<file path="config.mk">
export PLATFORM = sky130hd
export DESIGN_NAME = cpcr_top
export DESIGN_NICKNAME = d
export VERILOG_FILES = /design/src/hdl/cpcr_pkg.sv /design/src/hdl/cpcr_reg.sv /design/src/hdl/cpcr_top.sv
export VERILOG_INCLUDE_DIRS = /design/src /design/src/hdl
export SDC_FILE = /design/constraint.sdc
export NUM_CORES = 1
export LEC_CHECK = 0
export ABC_AREA = 1
export BUFFER_PORTS_ARGS = -buffer_cell sky130_fd_sc_hd__buf_2
export CAP_MARGIN = 15
export CORE_ASPECT_RATIO = 0.8
export CORE_MARGIN = 1.5
export CORE_UTILIZATION = 60
export CTS_BUF_LIST = sky130_fd_sc_hd__clkbuf_4 sky130_fd_sc_hd__clkbuf_8
export CTS_CLUSTER_SIZE = 30
export DETAILED_ROUTE_END_ITERATION = 16
export GPL_TIMING_DRIVEN = 0
export PLACE_DENSITY = 0.85
export SLEW_MARGIN = 20
export SYNTH_ARGS = -nofsm -noshare
export SYNTH_HDL_FRONTEND = slang
export SYNTH_HIERARCHICAL = 1
export SYNTH_SLANG_ARGS = --single-unit
</file>
<file path="constraint.sdc">
create_clock -name clk -period 3.2 [get_ports clk]
set_input_delay 0.32 -clock clk [delete_from_list [all_inputs] [get_ports clk]]
set_output_delay 0.32 -clock clk [all_outputs]
set_load 0.005 [all_outputs]
</file>
<file path="src/hdl/cpcr_defs.svh">
// Register offsets, reset values and field layout of the converter config bank
`ifndef CPCR_DEFS_SVH
`define CPCR_DEFS_SVH

`define CPCR_NREG 8
`define CPCR_AW 8
`define CPCR_DW 8

// Byte offsets as seen over the serial bus
`define CPCR_OFF_INPUT_PROT 8'h06
`define CPCR_OFF_OC_PRIMARY 8'h07
`define CPCR_OFF_OC_SECONDARY 8'h08
`define CPCR_OFF_OUT_OV 8'h09
`define CPCR_OFF_SOFT_START 8'h0A
`define CPCR_OFF_EN_PIN 8'h0B
`define CPCR_OFF_DEBOUNCE 8'h0C
`define CPCR_OFF_SERIAL 8'h14

// Reset values
`define CPCR_RST_INPUT_PROT 8'h00
`define CPCR_RST_OC_PRIMARY 8'h97
`define CPCR_RST_OC_SECONDARY 8'h0D
`define CPCR_RST_OUT_OV 8'h12
`define CPCR_RST_SOFT_START 8'h31
`define CPCR_RST_EN_PIN 8'h82
`define CPCR_RST_DEBOUNCE 8'h26
`define CPCR_RST_SERIAL 8'h00

// Masks of storage bits; everything else is reserved and reads zero
`define CPCR_MSK_INPUT_PROT 8'h33
`define CPCR_MSK_OC_PRIMARY 8'h9F
`define CPCR_MSK_OC_SECONDARY 8'h0F
`define CPCR_MSK_OUT_OV 8'h1F
`define CPCR_MSK_SOFT_START 8'h37
`define CPCR_MSK_EN_PIN 8'h87
`define CPCR_MSK_DEBOUNCE 8'hB7
`define CPCR_MSK_SERIAL 8'h11

// Field positions
`define CPCR_F_IOV_HI 5
`define CPCR_F_IOV_LO 4
`define CPCR_F_UVF_HI 1
`define CPCR_F_UVF_LO 0
`define CPCR_F_ALARM 7
`define CPCR_F_LIM1_HI 4
`define CPCR_F_LIM1_LO 0
`define CPCR_F_LIM2_HI 3
`define CPCR_F_LIM2_LO 0
`define CPCR_F_OOV_HI 4
`define CPCR_F_OOV_LO 0
`define CPCR_F_SSI_HI 5
`define CPCR_F_SSI_LO 4
`define CPCR_F_SST_HI 2
`define CPCR_F_SST_LO 0
`define CPCR_F_PULLDN 7
`define CPCR_F_ENF_HI 2
`define CPCR_F_ENF_LO 0
`define CPCR_F_WZ 7
`define CPCR_F_UVD_HI 5
`define CPCR_F_UVD_LO 4
`define CPCR_F_OFF_HI 2
`define CPCR_F_OFF_LO 0
`define CPCR_F_MBW 4
`define CPCR_F_HSX 0

// Serial framing
`define CPCR_BITS_PER_BYTE 4'h8
`define CPCR_CNT_ZERO 4'h0
`define CPCR_CNT_ONE 4'h1

`endif

</file>
<file path="src/hdl/cpcr_pkg.sv">
// Types shared by the converter config bank files
`default_nettype none
package cpcr_pkg;

  // Serial slave states, Gray steps along the usual write path
  typedef enum logic [3:0] {
    CPCR_IDLE = 4'h0,
    CPCR_ADDR = 4'h1,
    CPCR_ADDR_ACK = 4'h3,
    CPCR_PTR = 4'h2,
    CPCR_PTR_ACK = 4'h6,
    CPCR_WDATA = 4'h7,
    CPCR_WDATA_ACK = 4'h5,
    CPCR_RDATA = 4'h4,
    CPCR_RDATA_ACK = 4'hC
  } cpcr_state_t;

  // Settings handed to the analog converter
  typedef struct packed {
    logic [1:0] input_overvoltage_level;
    logic [1:0] input_undervoltage_falling_level;
    logic current_alarm_ratio;
    logic [4:0] current_limit_primary;
    logic [3:0] current_limit_secondary;
    logic [4:0] output_overvoltage_level;
    logic [1:0] soft_start_current;
    logic [2:0] soft_start_timeout;
    logic enable_pin_pulldown_on;
    logic [2:0] enable_pin_filter_time;
    logic must_write_zero_bit;
    logic [1:0] undervoltage_filter_time;
    logic [2:0] off_filter_time;
    logic multi_byte_write_select;
    logic high_speed_extension_on;
  } cpcr_cfg_t;

  // Serial data pin as two signals
  typedef struct packed {
    logic out;
    logic oe;
  } cpcr_pin_t;

endpackage
`default_nettype wire

</file>
<file path="src/hdl/cpcr_reg.sv">
// One byte-wide configuration register with reset value and reserved mask
`timescale 1ns/100ps
`default_nettype none
module cpcr_reg #(
  parameter logic [7:0] RESET_VAL = 8'h00,
  parameter logic [7:0] MASK = 8'hFF
) (
  input wire logic clk,
  input wire logic rst_n,
  input wire logic wr_en,
  input wire logic [7:0] wr_data,
  output logic [7:0] q
);

  logic [7:0] val_q;
  logic [7:0] val_d;

  // Reserved bits never store, so they always read zero
  assign val_d = wr_en ? (wr_data & MASK) : val_q;
  assign q = val_q;

  // Reset value loads on device reset
  always_ff @(posedge clk or negedge rst_n) begin
    if (!rst_n) begin
      val_q <= RESET_VAL & MASK;
    end else begin
      val_q <= val_d;
    end
  end

endmodule
`default_nettype wire

</file>
<file path="src/hdl/cpcr_top.sv">
// Converter protection config bank behind a two-wire serial slave
`timescale 1ns/100ps
`default_nettype none
`include "cpcr_defs.svh"
module cpcr_top #(
  parameter logic [6:0] DEV_ADDR = 7'h2A // Arbitrary value
) (
  input wire logic clk,
  input wire logic rst_n,
  input wire logic scl_in,
  input wire logic sda_in,
  output logic sda_out,
  output logic sda_oe,
  output cpcr_pkg::cpcr_cfg_t cfg
);

  // Offsets and reset values of the bank, one entry per register
  localparam logic [7:0] OFFS [`CPCR_NREG] = '{
    `CPCR_OFF_INPUT_PROT, `CPCR_OFF_OC_PRIMARY, `CPCR_OFF_OC_SECONDARY,
    `CPCR_OFF_OUT_OV, `CPCR_OFF_SOFT_START, `CPCR_OFF_EN_PIN,
    `CPCR_OFF_DEBOUNCE, `CPCR_OFF_SERIAL};
  localparam logic [7:0] RSTS [`CPCR_NREG] = '{
    `CPCR_RST_INPUT_PROT, `CPCR_RST_OC_PRIMARY, `CPCR_RST_OC_SECONDARY,
    `CPCR_RST_OUT_OV, `CPCR_RST_SOFT_START, `CPCR_RST_EN_PIN,
    `CPCR_RST_DEBOUNCE, `CPCR_RST_SERIAL};
  localparam logic [7:0] MSKS [`CPCR_NREG] = '{
    `CPCR_MSK_INPUT_PROT, `CPCR_MSK_OC_PRIMARY, `CPCR_MSK_OC_SECONDARY,
    `CPCR_MSK_OUT_OV, `CPCR_MSK_SOFT_START, `CPCR_MSK_EN_PIN,
    `CPCR_MSK_DEBOUNCE, `CPCR_MSK_SERIAL};

  // Pin synchronisers and edge history
  logic scl_m_q;
  logic scl_s_q;
  logic scl_p_q;
  logic sda_m_q;
  logic sda_s_q;
  logic sda_p_q;

  // Slave state
  cpcr_pkg::cpcr_state_t state_q;
  cpcr_pkg::cpcr_state_t state_d;
  logic [3:0] cnt_q;
  logic [3:0] cnt_d;
  logic [7:0] shift_q;
  logic [7:0] shift_d;
  logic [7:0] tx_q;
  logic [7:0] tx_d;
  logic [7:0] ptr_q;
  logic [7:0] ptr_d;
  logic rw_q;
  logic rw_d;
  logic nack_q;
  logic nack_d;
  logic drive_q;
  logic drive_d;

  // Register file wires
  logic [7:0] regs [`CPCR_NREG];
  logic [`CPCR_NREG-1:0] wr_sel;
  logic [7:0] rd_data;
  logic wr_stb;

  // Two flops on each pin before any logic looks at it
  always_ff @(posedge clk or negedge rst_n) begin
    if (!rst_n) begin
      // Idle-high levels, so no false edge follows reset
      scl_m_q <= 1'b1;
      scl_s_q <= 1'b1;
      sda_m_q <= 1'b1;
      sda_s_q <= 1'b1;
    end else begin
      scl_m_q <= scl_in;
      scl_s_q <= scl_m_q;
      sda_m_q <= sda_in;
      sda_s_q <= sda_m_q;
    end
  end

  // Previous synchronised levels for edge detection
  always_ff @(posedge clk or negedge rst_n) begin
    if (!rst_n) begin
      scl_p_q <= 1'b1;
      sda_p_q <= 1'b1;
    end else begin
      scl_p_q <= scl_s_q;
      sda_p_q <= sda_s_q;
    end
  end

  // Bus events; start and stop are data moves while the clock is high
  wire scl_rise = scl_s_q & ~scl_p_q;
  wire scl_fall = ~scl_s_q & scl_p_q;
  wire bus_start = scl_s_q & scl_p_q & sda_p_q & ~sda_s_q;
  wire bus_stop = scl_s_q & scl_p_q & ~sda_p_q & sda_s_q;
  wire byte_done = (cnt_q == `CPCR_BITS_PER_BYTE);
  wire addr_hit = (shift_q[7:1] == DEV_ADDR);
  wire recv_state = (state_q == cpcr_pkg::CPCR_ADDR) |
                    (state_q == cpcr_pkg::CPCR_PTR) |
                    (state_q == cpcr_pkg::CPCR_WDATA);

  // Next pointer and first read bit, shared by several states
  wire [7:0] ptr_inc = ptr_q + 8'h01;
  wire [7:0] tx_load = {rd_data[6:0], 1'b0};
  wire tx_first_low = ~rd_data[7];

  // Write strobe fires on the falling edge that ends a data byte
  assign wr_stb = (state_q == cpcr_pkg::CPCR_WDATA) & scl_fall & byte_done;

  // Registers; the bank lives here, one instance per offset
  genvar gi;
  generate
    for (gi = 0; gi < `CPCR_NREG; gi++) begin : g_reg
      // An unmapped pointer strobes nothing, so the byte is dropped
      assign wr_sel[gi] = wr_stb & (ptr_q == OFFS[gi]);
      cpcr_reg #(
        .RESET_VAL(RSTS[gi]),
        .MASK(MSKS[gi])
      ) u_reg (
        .clk(clk),
        .rst_n(rst_n),
        .wr_en(wr_sel[gi]),
        .wr_data(shift_q),
        .q(regs[gi])
      );
    end
  endgenerate

  // Read mux; an unmapped offset reads zero
  always_comb begin
    rd_data = 8'h00;
    for (int i = 0; i < `CPCR_NREG; i++) begin
      if (ptr_q == OFFS[i]) begin
        rd_data = regs[i];
      end
    end
  end

  // Slave sequencing, bit shifting and acknowledge drive
  always_comb begin
    // Hold everything unless an event below moves it
    state_d = state_q;
    cnt_d = cnt_q;
    shift_d = shift_q;
    tx_d = tx_q;
    ptr_d = ptr_q;
    rw_d = rw_q;
    nack_d = nack_q;
    drive_d = drive_q;
    if (bus_start) begin
      // Repeated start restarts addressing and keeps the pointer
      state_d = cpcr_pkg::CPCR_ADDR;
      cnt_d = `CPCR_CNT_ZERO;
      drive_d = 1'b0;
    end else if (bus_stop) begin
      state_d = cpcr_pkg::CPCR_IDLE;
      drive_d = 1'b0;
    end else begin
      // Receive states shift in on the clock rise
      if (scl_rise && recv_state) begin
        shift_d = {shift_q[6:0], sda_s_q};
        cnt_d = cnt_q + `CPCR_CNT_ONE;
      end
      // Host answer to a read byte, taken at the clock rise
      if (scl_rise && state_q == cpcr_pkg::CPCR_RDATA_ACK) begin
        nack_d = sda_s_q;
      end
      unique case (state_q)
        // Line released, waiting for a start
        cpcr_pkg::CPCR_IDLE: begin
          drive_d = 1'b0;
        end
        // Address byte; a miss stays out until the next start
        cpcr_pkg::CPCR_ADDR: begin
          if (scl_fall && byte_done) begin
            cnt_d = `CPCR_CNT_ZERO;
            if (addr_hit) begin
              rw_d = shift_q[0];
              drive_d = 1'b1;
              state_d = cpcr_pkg::CPCR_ADDR_ACK;
            end else begin
              state_d = cpcr_pkg::CPCR_IDLE;
            end
          end
        end
        // Address acknowledge; a read sends its first bit at its end
        cpcr_pkg::CPCR_ADDR_ACK: begin
          if (scl_fall) begin
            if (rw_q) begin
              // Read starts at the current pointer; first bit goes out now
              tx_d = tx_load;
              drive_d = tx_first_low;
              cnt_d = `CPCR_CNT_ONE;
              state_d = cpcr_pkg::CPCR_RDATA;
            end else begin
              drive_d = 1'b0;
              state_d = cpcr_pkg::CPCR_PTR;
            end
          end
        end
        // Pointer byte; always acknowledged, mapped or not
        cpcr_pkg::CPCR_PTR: begin
          if (scl_fall && byte_done) begin
            ptr_d = shift_q;
            cnt_d = `CPCR_CNT_ZERO;
            drive_d = 1'b1;
            state_d = cpcr_pkg::CPCR_PTR_ACK;
          end
        end
        // Pointer acknowledge; data bytes follow
        cpcr_pkg::CPCR_PTR_ACK: begin
          if (scl_fall) begin
            drive_d = 1'b0;
            state_d = cpcr_pkg::CPCR_WDATA;
          end
        end
        cpcr_pkg::CPCR_WDATA: begin
          if (scl_fall && byte_done) begin
            // Written this edge; pointer steps for the next byte
            ptr_d = ptr_inc;
            cnt_d = `CPCR_CNT_ZERO;
            drive_d = 1'b1;
            state_d = cpcr_pkg::CPCR_WDATA_ACK;
          end
        end
        // Data acknowledge; another byte may follow
        cpcr_pkg::CPCR_WDATA_ACK: begin
          if (scl_fall) begin
            drive_d = 1'b0;
            state_d = cpcr_pkg::CPCR_WDATA;
          end
        end
        // Read byte, one bit per clock fall, most significant first
        cpcr_pkg::CPCR_RDATA: begin
          if (scl_fall) begin
            if (byte_done) begin
              // Release the line so the host can answer
              drive_d = 1'b0;
              ptr_d = ptr_inc;
              state_d = cpcr_pkg::CPCR_RDATA_ACK;
            end else begin
              drive_d = ~tx_q[7];
              tx_d = {tx_q[6:0], 1'b0};
              cnt_d = cnt_q + `CPCR_CNT_ONE;
            end
          end
        end
        // A refusal ends the read, an acknowledge loads the next byte
        cpcr_pkg::CPCR_RDATA_ACK: begin
          if (scl_fall) begin
            if (nack_q) begin
              state_d = cpcr_pkg::CPCR_IDLE;
            end else begin
              tx_d = tx_load;
              drive_d = tx_first_low;
              cnt_d = `CPCR_CNT_ONE;
              state_d = cpcr_pkg::CPCR_RDATA;
            end
          end
        end
        // Unused codes fall back to idle with the line released
        default: begin
          state_d = cpcr_pkg::CPCR_IDLE;
          drive_d = 1'b0;
        end
      endcase
    end
  end

  // Slave flops
  always_ff @(posedge clk or negedge rst_n) begin
    if (!rst_n) begin
      state_q <= cpcr_pkg::CPCR_IDLE;
      cnt_q <= `CPCR_CNT_ZERO;
      shift_q <= 8'h00;
      tx_q <= 8'h00;
      ptr_q <= 8'h00;
      rw_q <= 1'b0;
      nack_q <= 1'b0;
      drive_q <= 1'b0;
    end else begin
      state_q <= state_d;
      cnt_q <= cnt_d;
      shift_q <= shift_d;
      tx_q <= tx_d;
      ptr_q <= ptr_d;
      rw_q <= rw_d;
      nack_q <= nack_d;
      drive_q <= drive_d;
    end
  end

  // Open-drain data pin: only ever pulls low
  assign sda_out = 1'b0;
  assign sda_oe = drive_q;

  // Field taps toward the converter: input protection selectors
  assign cfg.input_overvoltage_level = regs[0][`CPCR_F_IOV_HI:`CPCR_F_IOV_LO];
  assign cfg.input_undervoltage_falling_level =
    regs[0][`CPCR_F_UVF_HI:`CPCR_F_UVF_LO];

  // Primary overcurrent: alarm ratio and layer-one limit
  assign cfg.current_alarm_ratio = regs[1][`CPCR_F_ALARM];
  assign cfg.current_limit_primary = regs[1][`CPCR_F_LIM1_HI:`CPCR_F_LIM1_LO];

  // All-ones code turns the second layer off in the converter
  assign cfg.current_limit_secondary = regs[2][`CPCR_F_LIM2_HI:`CPCR_F_LIM2_LO];

  // Output overvoltage rising threshold code
  assign cfg.output_overvoltage_level = regs[3][`CPCR_F_OOV_HI:`CPCR_F_OOV_LO];

  // Soft-start current and timeout codes
  assign cfg.soft_start_current = regs[4][`CPCR_F_SSI_HI:`CPCR_F_SSI_LO];
  assign cfg.soft_start_timeout = regs[4][`CPCR_F_SST_HI:`CPCR_F_SST_LO];

  // Enable pin pulldown and its filter time
  assign cfg.enable_pin_pulldown_on = regs[5][`CPCR_F_PULLDN];
  assign cfg.enable_pin_filter_time = regs[5][`CPCR_F_ENF_HI:`CPCR_F_ENF_LO];

  // Stored as written; the host is expected to keep it zero
  assign cfg.must_write_zero_bit = regs[6][`CPCR_F_WZ];
  assign cfg.undervoltage_filter_time = regs[6][`CPCR_F_UVD_HI:`CPCR_F_UVD_LO];
  assign cfg.off_filter_time = regs[6][`CPCR_F_OFF_HI:`CPCR_F_OFF_LO];

  // Write mode is stored only; the slave steps the pointer in both modes
  assign cfg.multi_byte_write_select = regs[7][`CPCR_F_MBW];
  assign cfg.high_speed_extension_on = regs[7][`CPCR_F_HSX];

endmodule
`default_nettype wire

</file>
Word level (Yosys, flattened, before mapping)

Cells that the tools add are included.

Flip-flop bits (word level): 77
Input port bits: 4
Output and inout port bits: 38
Word-level logic and storage cells: 165

Reductions and logical operators: 16
Add/subtract/negate cells: 2
Muxes and demuxes: 58
Bitwise operators: 27
Equality and inequality tests: 40

Operator list:

| cell                  | count |
|---|---|
| $mux W8               | 17 |
| $mux W4               | 20 |
| $pmux W8 S3           | 2 |
| $eq A8 B4 Y1 const B  | 5 |
| $pmux W4 S8           | 1 |
| $ne A4 B4 Y1 const B  | 6 |
| $reduce_and A9 Y1     | 2 |
| $and A1 B1 Y1         | 17 |
| $eq A4 B3 Y1 const B  | 4 |
| $eq A8 B3 Y1 const B  | 2 |
| $ne A2 B2 Y1 const B  | 8 |
| $pmux W4 S4           | 1 |
| $mux W1               | 12 |
| $ne A4 B3 Y1 const B  | 3 |
| $add A8 B1 Y8 const B | 1 |
| $eq A4 B2 Y1 const B  | 2 |
| $eq A4 B4 Y1 const B  | 2 |
| $eq A8 B5 Y1 const B  | 1 |
| $ne A4 B1 Y1 const B  | 2 |
| $not A1 Y1            | 8 |
| $reduce_and A8 Y1     | 1 |
| $eq A7 B6 Y1 const B  | 1 |
| $reduce_and A7 Y1     | 1 |
| $mux W3               | 2 |
| other kinds (15)      | 22 |

Logic depth before layout (Yosys ltp)

Word-level depth: 15
Mapped depth: 14
Depth with buffers taken out: 13

Hierarchy

The synthesis kept the hierarchy.

By module, submodules not included:

| module                    | cells each | seq. area each (um^2) | area an instance (um^2) | times used |
|---|---|---|---|---|
| cpcr_top                  | 473        | 1008.5                | 3066.7                  | 1 |
| cpcr_reg (g_reg[1].u_reg) | 28         | 156.4                 | 246.5                   | 1 |
| cpcr_reg (g_reg[6].u_reg) | 28         | 153.9                 | 244.0                   | 1 |
| cpcr_reg (g_reg[4].u_reg) | 25         | 128.9                 | 215.2                   | 1 |
| cpcr_reg (g_reg[3].u_reg) | 25         | 127.6                 | 214.0                   | 1 |
| cpcr_reg (g_reg[2].u_reg) | 22         | 103.8                 | 186.4                   | 1 |
| cpcr_reg (g_reg[5].u_reg) | 22         | 102.6                 | 185.2                   | 1 |
| cpcr_reg (g_reg[0].u_reg) | 22         | 100.1                 | 182.7                   | 1 |
| cpcr_reg (g_reg[7].u_reg) | 16         | 50.0                  | 125.1                   | 1 |

Worst setup path before layout

OpenSTA, ideal clock, no wires.

Kind: flip-flop to flip-flop
From: register cnt_q[0]
To: register g_reg[6].u_reg.val_q[0]
Path buffers: 0
Setup slack: 1.100 ns
Stages on the path, launching flop included: 12
Clock period less this slack: 2.100 ns
Arrival: 1.982 ns
Cell sequence: dfrtp_1 -> inv_1 -> ha_1 -> nand2_1 -> nor2_4 -> inv_2 -> nor2_4 -> nand2_1 -> nor4_1 -> inv_2 -> nand2_1 -> nand2_1

Cells in the longest elaborated chain, start to end: 3

RTL lines:

| item                          | line            | text |
|---|---|---|
| from (decl)                   | cpcr_top.sv:42  | `logic [3:0] cnt_q;` |
| from (signal assigned)        | cpcr_top.sv:273 | `` cnt_q <= `CPCR_CNT_ZERO; `` |
| from (signal assigned)        | cpcr_top.sv:282 | `cnt_q <= cnt_d;` |
| $eq A4 B4 Y1 (no source line) | -               |  |
| $and A1 B1 Y1                 | cpcr_top.sv:107 | `assign wr_stb = (state_q == cpcr_pkg::CPCR_WDATA) & scl_fall & byte_done;` |
| $and A1 B1 Y1                 | cpcr_top.sv:114 | `assign wr_sel[gi] = wr_stb & (ptr_q == OFFS[gi]);` |
| named net wr_sel[6]           | cpcr_top.sv:59  | `` logic [`CPCR_NREG-1:0] wr_sel; `` |
| to (signal assigned)          | cpcr_reg.sv:25  | `val_q <= RESET_VAL & MASK;` |
| to (signal assigned)          | cpcr_reg.sv:27  | `val_q <= val_d;` |
| to (decl)                     | cpcr_reg.sv:15  | `logic [7:0] val_q;` |

The timed path passes the listed nets, and every way through them passes these cells.
A chain may end at the register's enable or synchronous reset.

Final worst setup path

From: register cnt_q[0]
To: register g_reg[6].u_reg.val_q[7]

Same word-level chain as after synthesis.

==> summary.txt <==
Detailed routing
  • Vias per inst: between 5 and 6
  • Iter 0 DRT Violations: 328
  • Vias: around 4500
  • Routed Antenna Nets: 0
  • DRC viols: 0
  • DR pass1 iterations: 5
  • DRT Wirelength: 11700 um
  • DR WL/cell: 13.9 um

Power
  • Gate power share: 0.073
  • Sw Share: 0.255
  • Sequential share of power: 0.519
  • Pleak: 2.80 nW
  • Maximum VDD drop: about 0.33 mV
  • Pwr dens: between 300 and 400 nW/um2
  • Switch Pwr: 0.508 mW
  • P_int: 1.49 mW
  • Clock share of power: 0.408
  • Overall Power: roughly 2 mW

Synthesis
  • Synthesized area per cell: a little over 7 um2
  • Post-Syn Instances: between 600 and 700
  • Synthesized cell area: ~4700 um2
  • Cell variety after synth: 38
  • Post-synthesis register bit count: 76
  • Sequential area share after synthesis: 0.414
  • YS warnings: 6

GRT
  • Initial antenna violation count: 0
  • Largest net degree at the start of global routing: 59
  • Vias in the first global route: around 4000
  • First-pass GRT wire length: between 15000 and 20000 um
  • GRT overflow: 0
  • Tot GR Track Use: 0.301

Finish
  • Final Non-Filler Cells: 844
  • Most common cell after layout, fill and taps aside: nand2_1
  • Register area: a little under 2000 um2
  • Nets: approximately 740
  • Most frequent cells in the layout: nand2_1 (251), dfrtp_1 (52), nor2_1 (51), inv_1 (45)
  • Fillers: just over 600
  • Layout cells sized above 1: 0.222
  • Multi-input gate area: ~2300 um2
  • Layout area overhead: 14.4%
  • Diode count: 0

STA
  • Max-slew violation count: 0
  • Final worst setup slack: roughly 0.66 ns
  • Minimum clock period after layout: 2.54 ns
  • Setup Skew: between 0.006 and 0.007 ns
  • Least-Margin Pin Slew: around 0.8 ns
  • Peak Freq: 393 MHz
  • Unrepaired setup endpoints after global routing: no
  • Rel. slew slack: 0.459
  • Setup TNS: 0 ns
  • Fin. Hold Viols: 0
  • Tcrit/Tclk final: 0.794
  • Final setup vio count: 0
  • Min Hold Slack: about 0.064 ns

Hold path
  • Min-Delay Path Class: primary input to flop

Die
  • Die Area: ~8300 um2
  • # IOs: 42
  • Die Span Y: about 80 um
  • Die span in x: around 100 um
  • Core Footprint: ~7500 um2
  • FP Rows: 28
  • Starting Density: 0.625

Critical path
  • Critical-path maximum fanout: 8
  • Worst path cell trace: inv_1 -> ha_1 -> nand2_1 -> nor2_4 -> inv_2 -> nor2_4 -> nand2_1 -> nor4_2 -> inv_2 -> nand2_1 -> nand2_1
  • WP data required: 3.44 ns
  • Slowest-stage cell, CP: nor4_2
  • Startpoint Class: flop
  • Crit path capture type: flop
  • Critical Path AT: around 2.8 ns
  • Critical setup path kind: flop to flop
  • CP peak stage delay: 0.69 ns
  • Cell mode on critical path: nand2_1

Outcome
  • Status: finished clean

Clocking
  • Total CTS buffers: 9
  • Clk_lat worst skew: 0.35 ns
  • Htree depth: 3
  • Clock root cell: clkbuf_8
  • Post-CTS Repair Setup Buffers: 0
  • Clk sinks: 76
  • CTS tree: built
  • Clock tree buffer depth: 2
  • Clock Pin Slew Worst Setup and Hold Paths: ~0.080 ns

Placement
  • Port buffer count: 40
  • Pre-CTS WS: slightly above 0.7 ns
  • DP Cell Count: between 800 and 900
  • Final HPWL DP: 8490 um
  • Gpl congestion: 0.937

Flow run
  • Max-cap viol count: 0
## power by group through the flow
| stage | logic, mW | clock network, mW | registers [mW] |
|---|---|---|---|
| global route | 0.163 | 0.864 | 1.04 |
| finish | 0.145 | 0.815 | 1.04 |
| floorplan | 0.0976 | 0 | 1.03 |
| CTS | 0.143 | 0.829 | 1.03 |
| detailed placement | 0.140 | 0 | 1.05 |
| global placement | 0.131 | 0 | 1.05 |
## critical path, delay by kind of cell, from the launching register on
| family | cells | cell delay (ns) |
|---|---|---|
| AND/OR/NAND/NOR | 7 | 1.49 |
| buffers and inverters | 3 | 0.35 |
| flip-flops | 1 | 0.44 |
| adder cells (fa/ha/maj) | 1 | 0.15 |
## cell usage after synthesis
master      n  area, um2
or2_1       2       12.5
dfrtp_1    52       1300
a32oi_1     1       8.76
inv_1      45        169
conb_1      9       33.8
buf_6       1       11.3
nor2_1     51        191
o21ai_1     6       30.0
clkbuf_1    2       7.51
nor3_2      1       10.0
buf_2       2       10.0
dfstp_2    24        631
buf_4      31        233
a21oi_2     1       8.76
a21oi_1    20        100
nand2_1   251        942
nor4_1      2       12.5
ha_1        6       75.1
nor3_1      8       40.0
a21boi_0    1       7.51
xor2_1      4       35.0
or2_2       1       6.26
nor2_2     18        113
o211ai_1    2       15.0
nand2_4     1       11.3
o21ai_0    32        160
or2_0       6       37.5
nor4_4      1       21.3
o22ai_1     2       12.5
nand3_1    41        205
inv_2      16       60.1
a22oi_1     1       7.51
xnor2_1     1       8.76
clkinv_1    1       3.75
nand4_1     8       50.1
o21bai_1    1       7.51
nor2_4      4       45.0
nand2_2     5       31.3
## sequential cells by signal, indices dropped and copies added, names as in the netlist
| signal | cells |
|---|---|
| g.u_reg/q | 36 |
| ptr_q | 8 |
| shift_q | 8 |
| tx_q | 7 |
| cnt_q | 4 |
| state_q | 4 |
| nack_q | 1 |
| rw_q | 1 |
| scl_m_q | 1 |
| scl_p_q | 1 |
| scl_s_q | 1 |
| sda_m_q | 1 |
| sda_oe | 1 |
| sda_p_q | 1 |
| sda_s_q | 1 |
## stage by stage
stage                     cell area, um2  utilization
final                               5340        0.715
after detailed placement            5110        0.685
after CTS                           5340        0.715
after global placement              5070        0.680
after floorplan                     4740            -
after global routing                5340        0.715
## kinds of logic (layout without fill, tap and decap cells)
group	Yosys count	after routing	share of synthesized area
buffers and inverters	98	156	0.106
AOI/OAI and AO/OA	67	67	0.0767
xor gates and xnor gates	5	5	0.00939
adders and majority gates	6	6	0.0161
and+or+nand+nor	400	400	0.371
DFF	76	76	0.414
other	9	29	0.00724
## worst paths after layout
path                            startpoint                   to  slack (ns)  depth (start not counted)
worst max-delay path              cnt_q[0]  g_reg[6].u_reg/q[7]        0.66                         11
worst min-delay path                scl_in              scl_m_q        0.06                          1
worst max register to register    cnt_q[0]  g_reg[6].u_reg/q[7]        0.66                         11
worst min register to register     sda_m_q              sda_s_q        0.36                          0
max in group asynchronous            rst_n  g_reg[6].u_reg/q[1]        2.21                          3
min in group asynchronous            rst_n             ptr_q[0]        0.39                          2
## layout make-up
type,instances,share of cell area
Multi-Input combinational cell,507,0.435
Sequential cell,76,0.362
Buffer,36,0.0490
Timing Repair Buffer,42,0.0450
Inverter,62,0.0436
Clock buffer,10,0.0246
Tap cell,105,0.0246
Clock inverter,6,0.0166
## per-layer routing
metal,track usage,up-vias,part of all wire
met3,0.0391,23,0.070
met1,0.418,2092,0.44
met2,0.489,173,0.47
met4,0.100,0,0.019
met5,0,-,0
li1,-,2172,-
## what timing repair did
action                                 4_1_cts  5_1_grt
gates resized for setup                      0        0
hold buffers                                 1        0
endpoints found under the hold margin       12        0
Note: power is estimated with default switching activity, not from simulation.
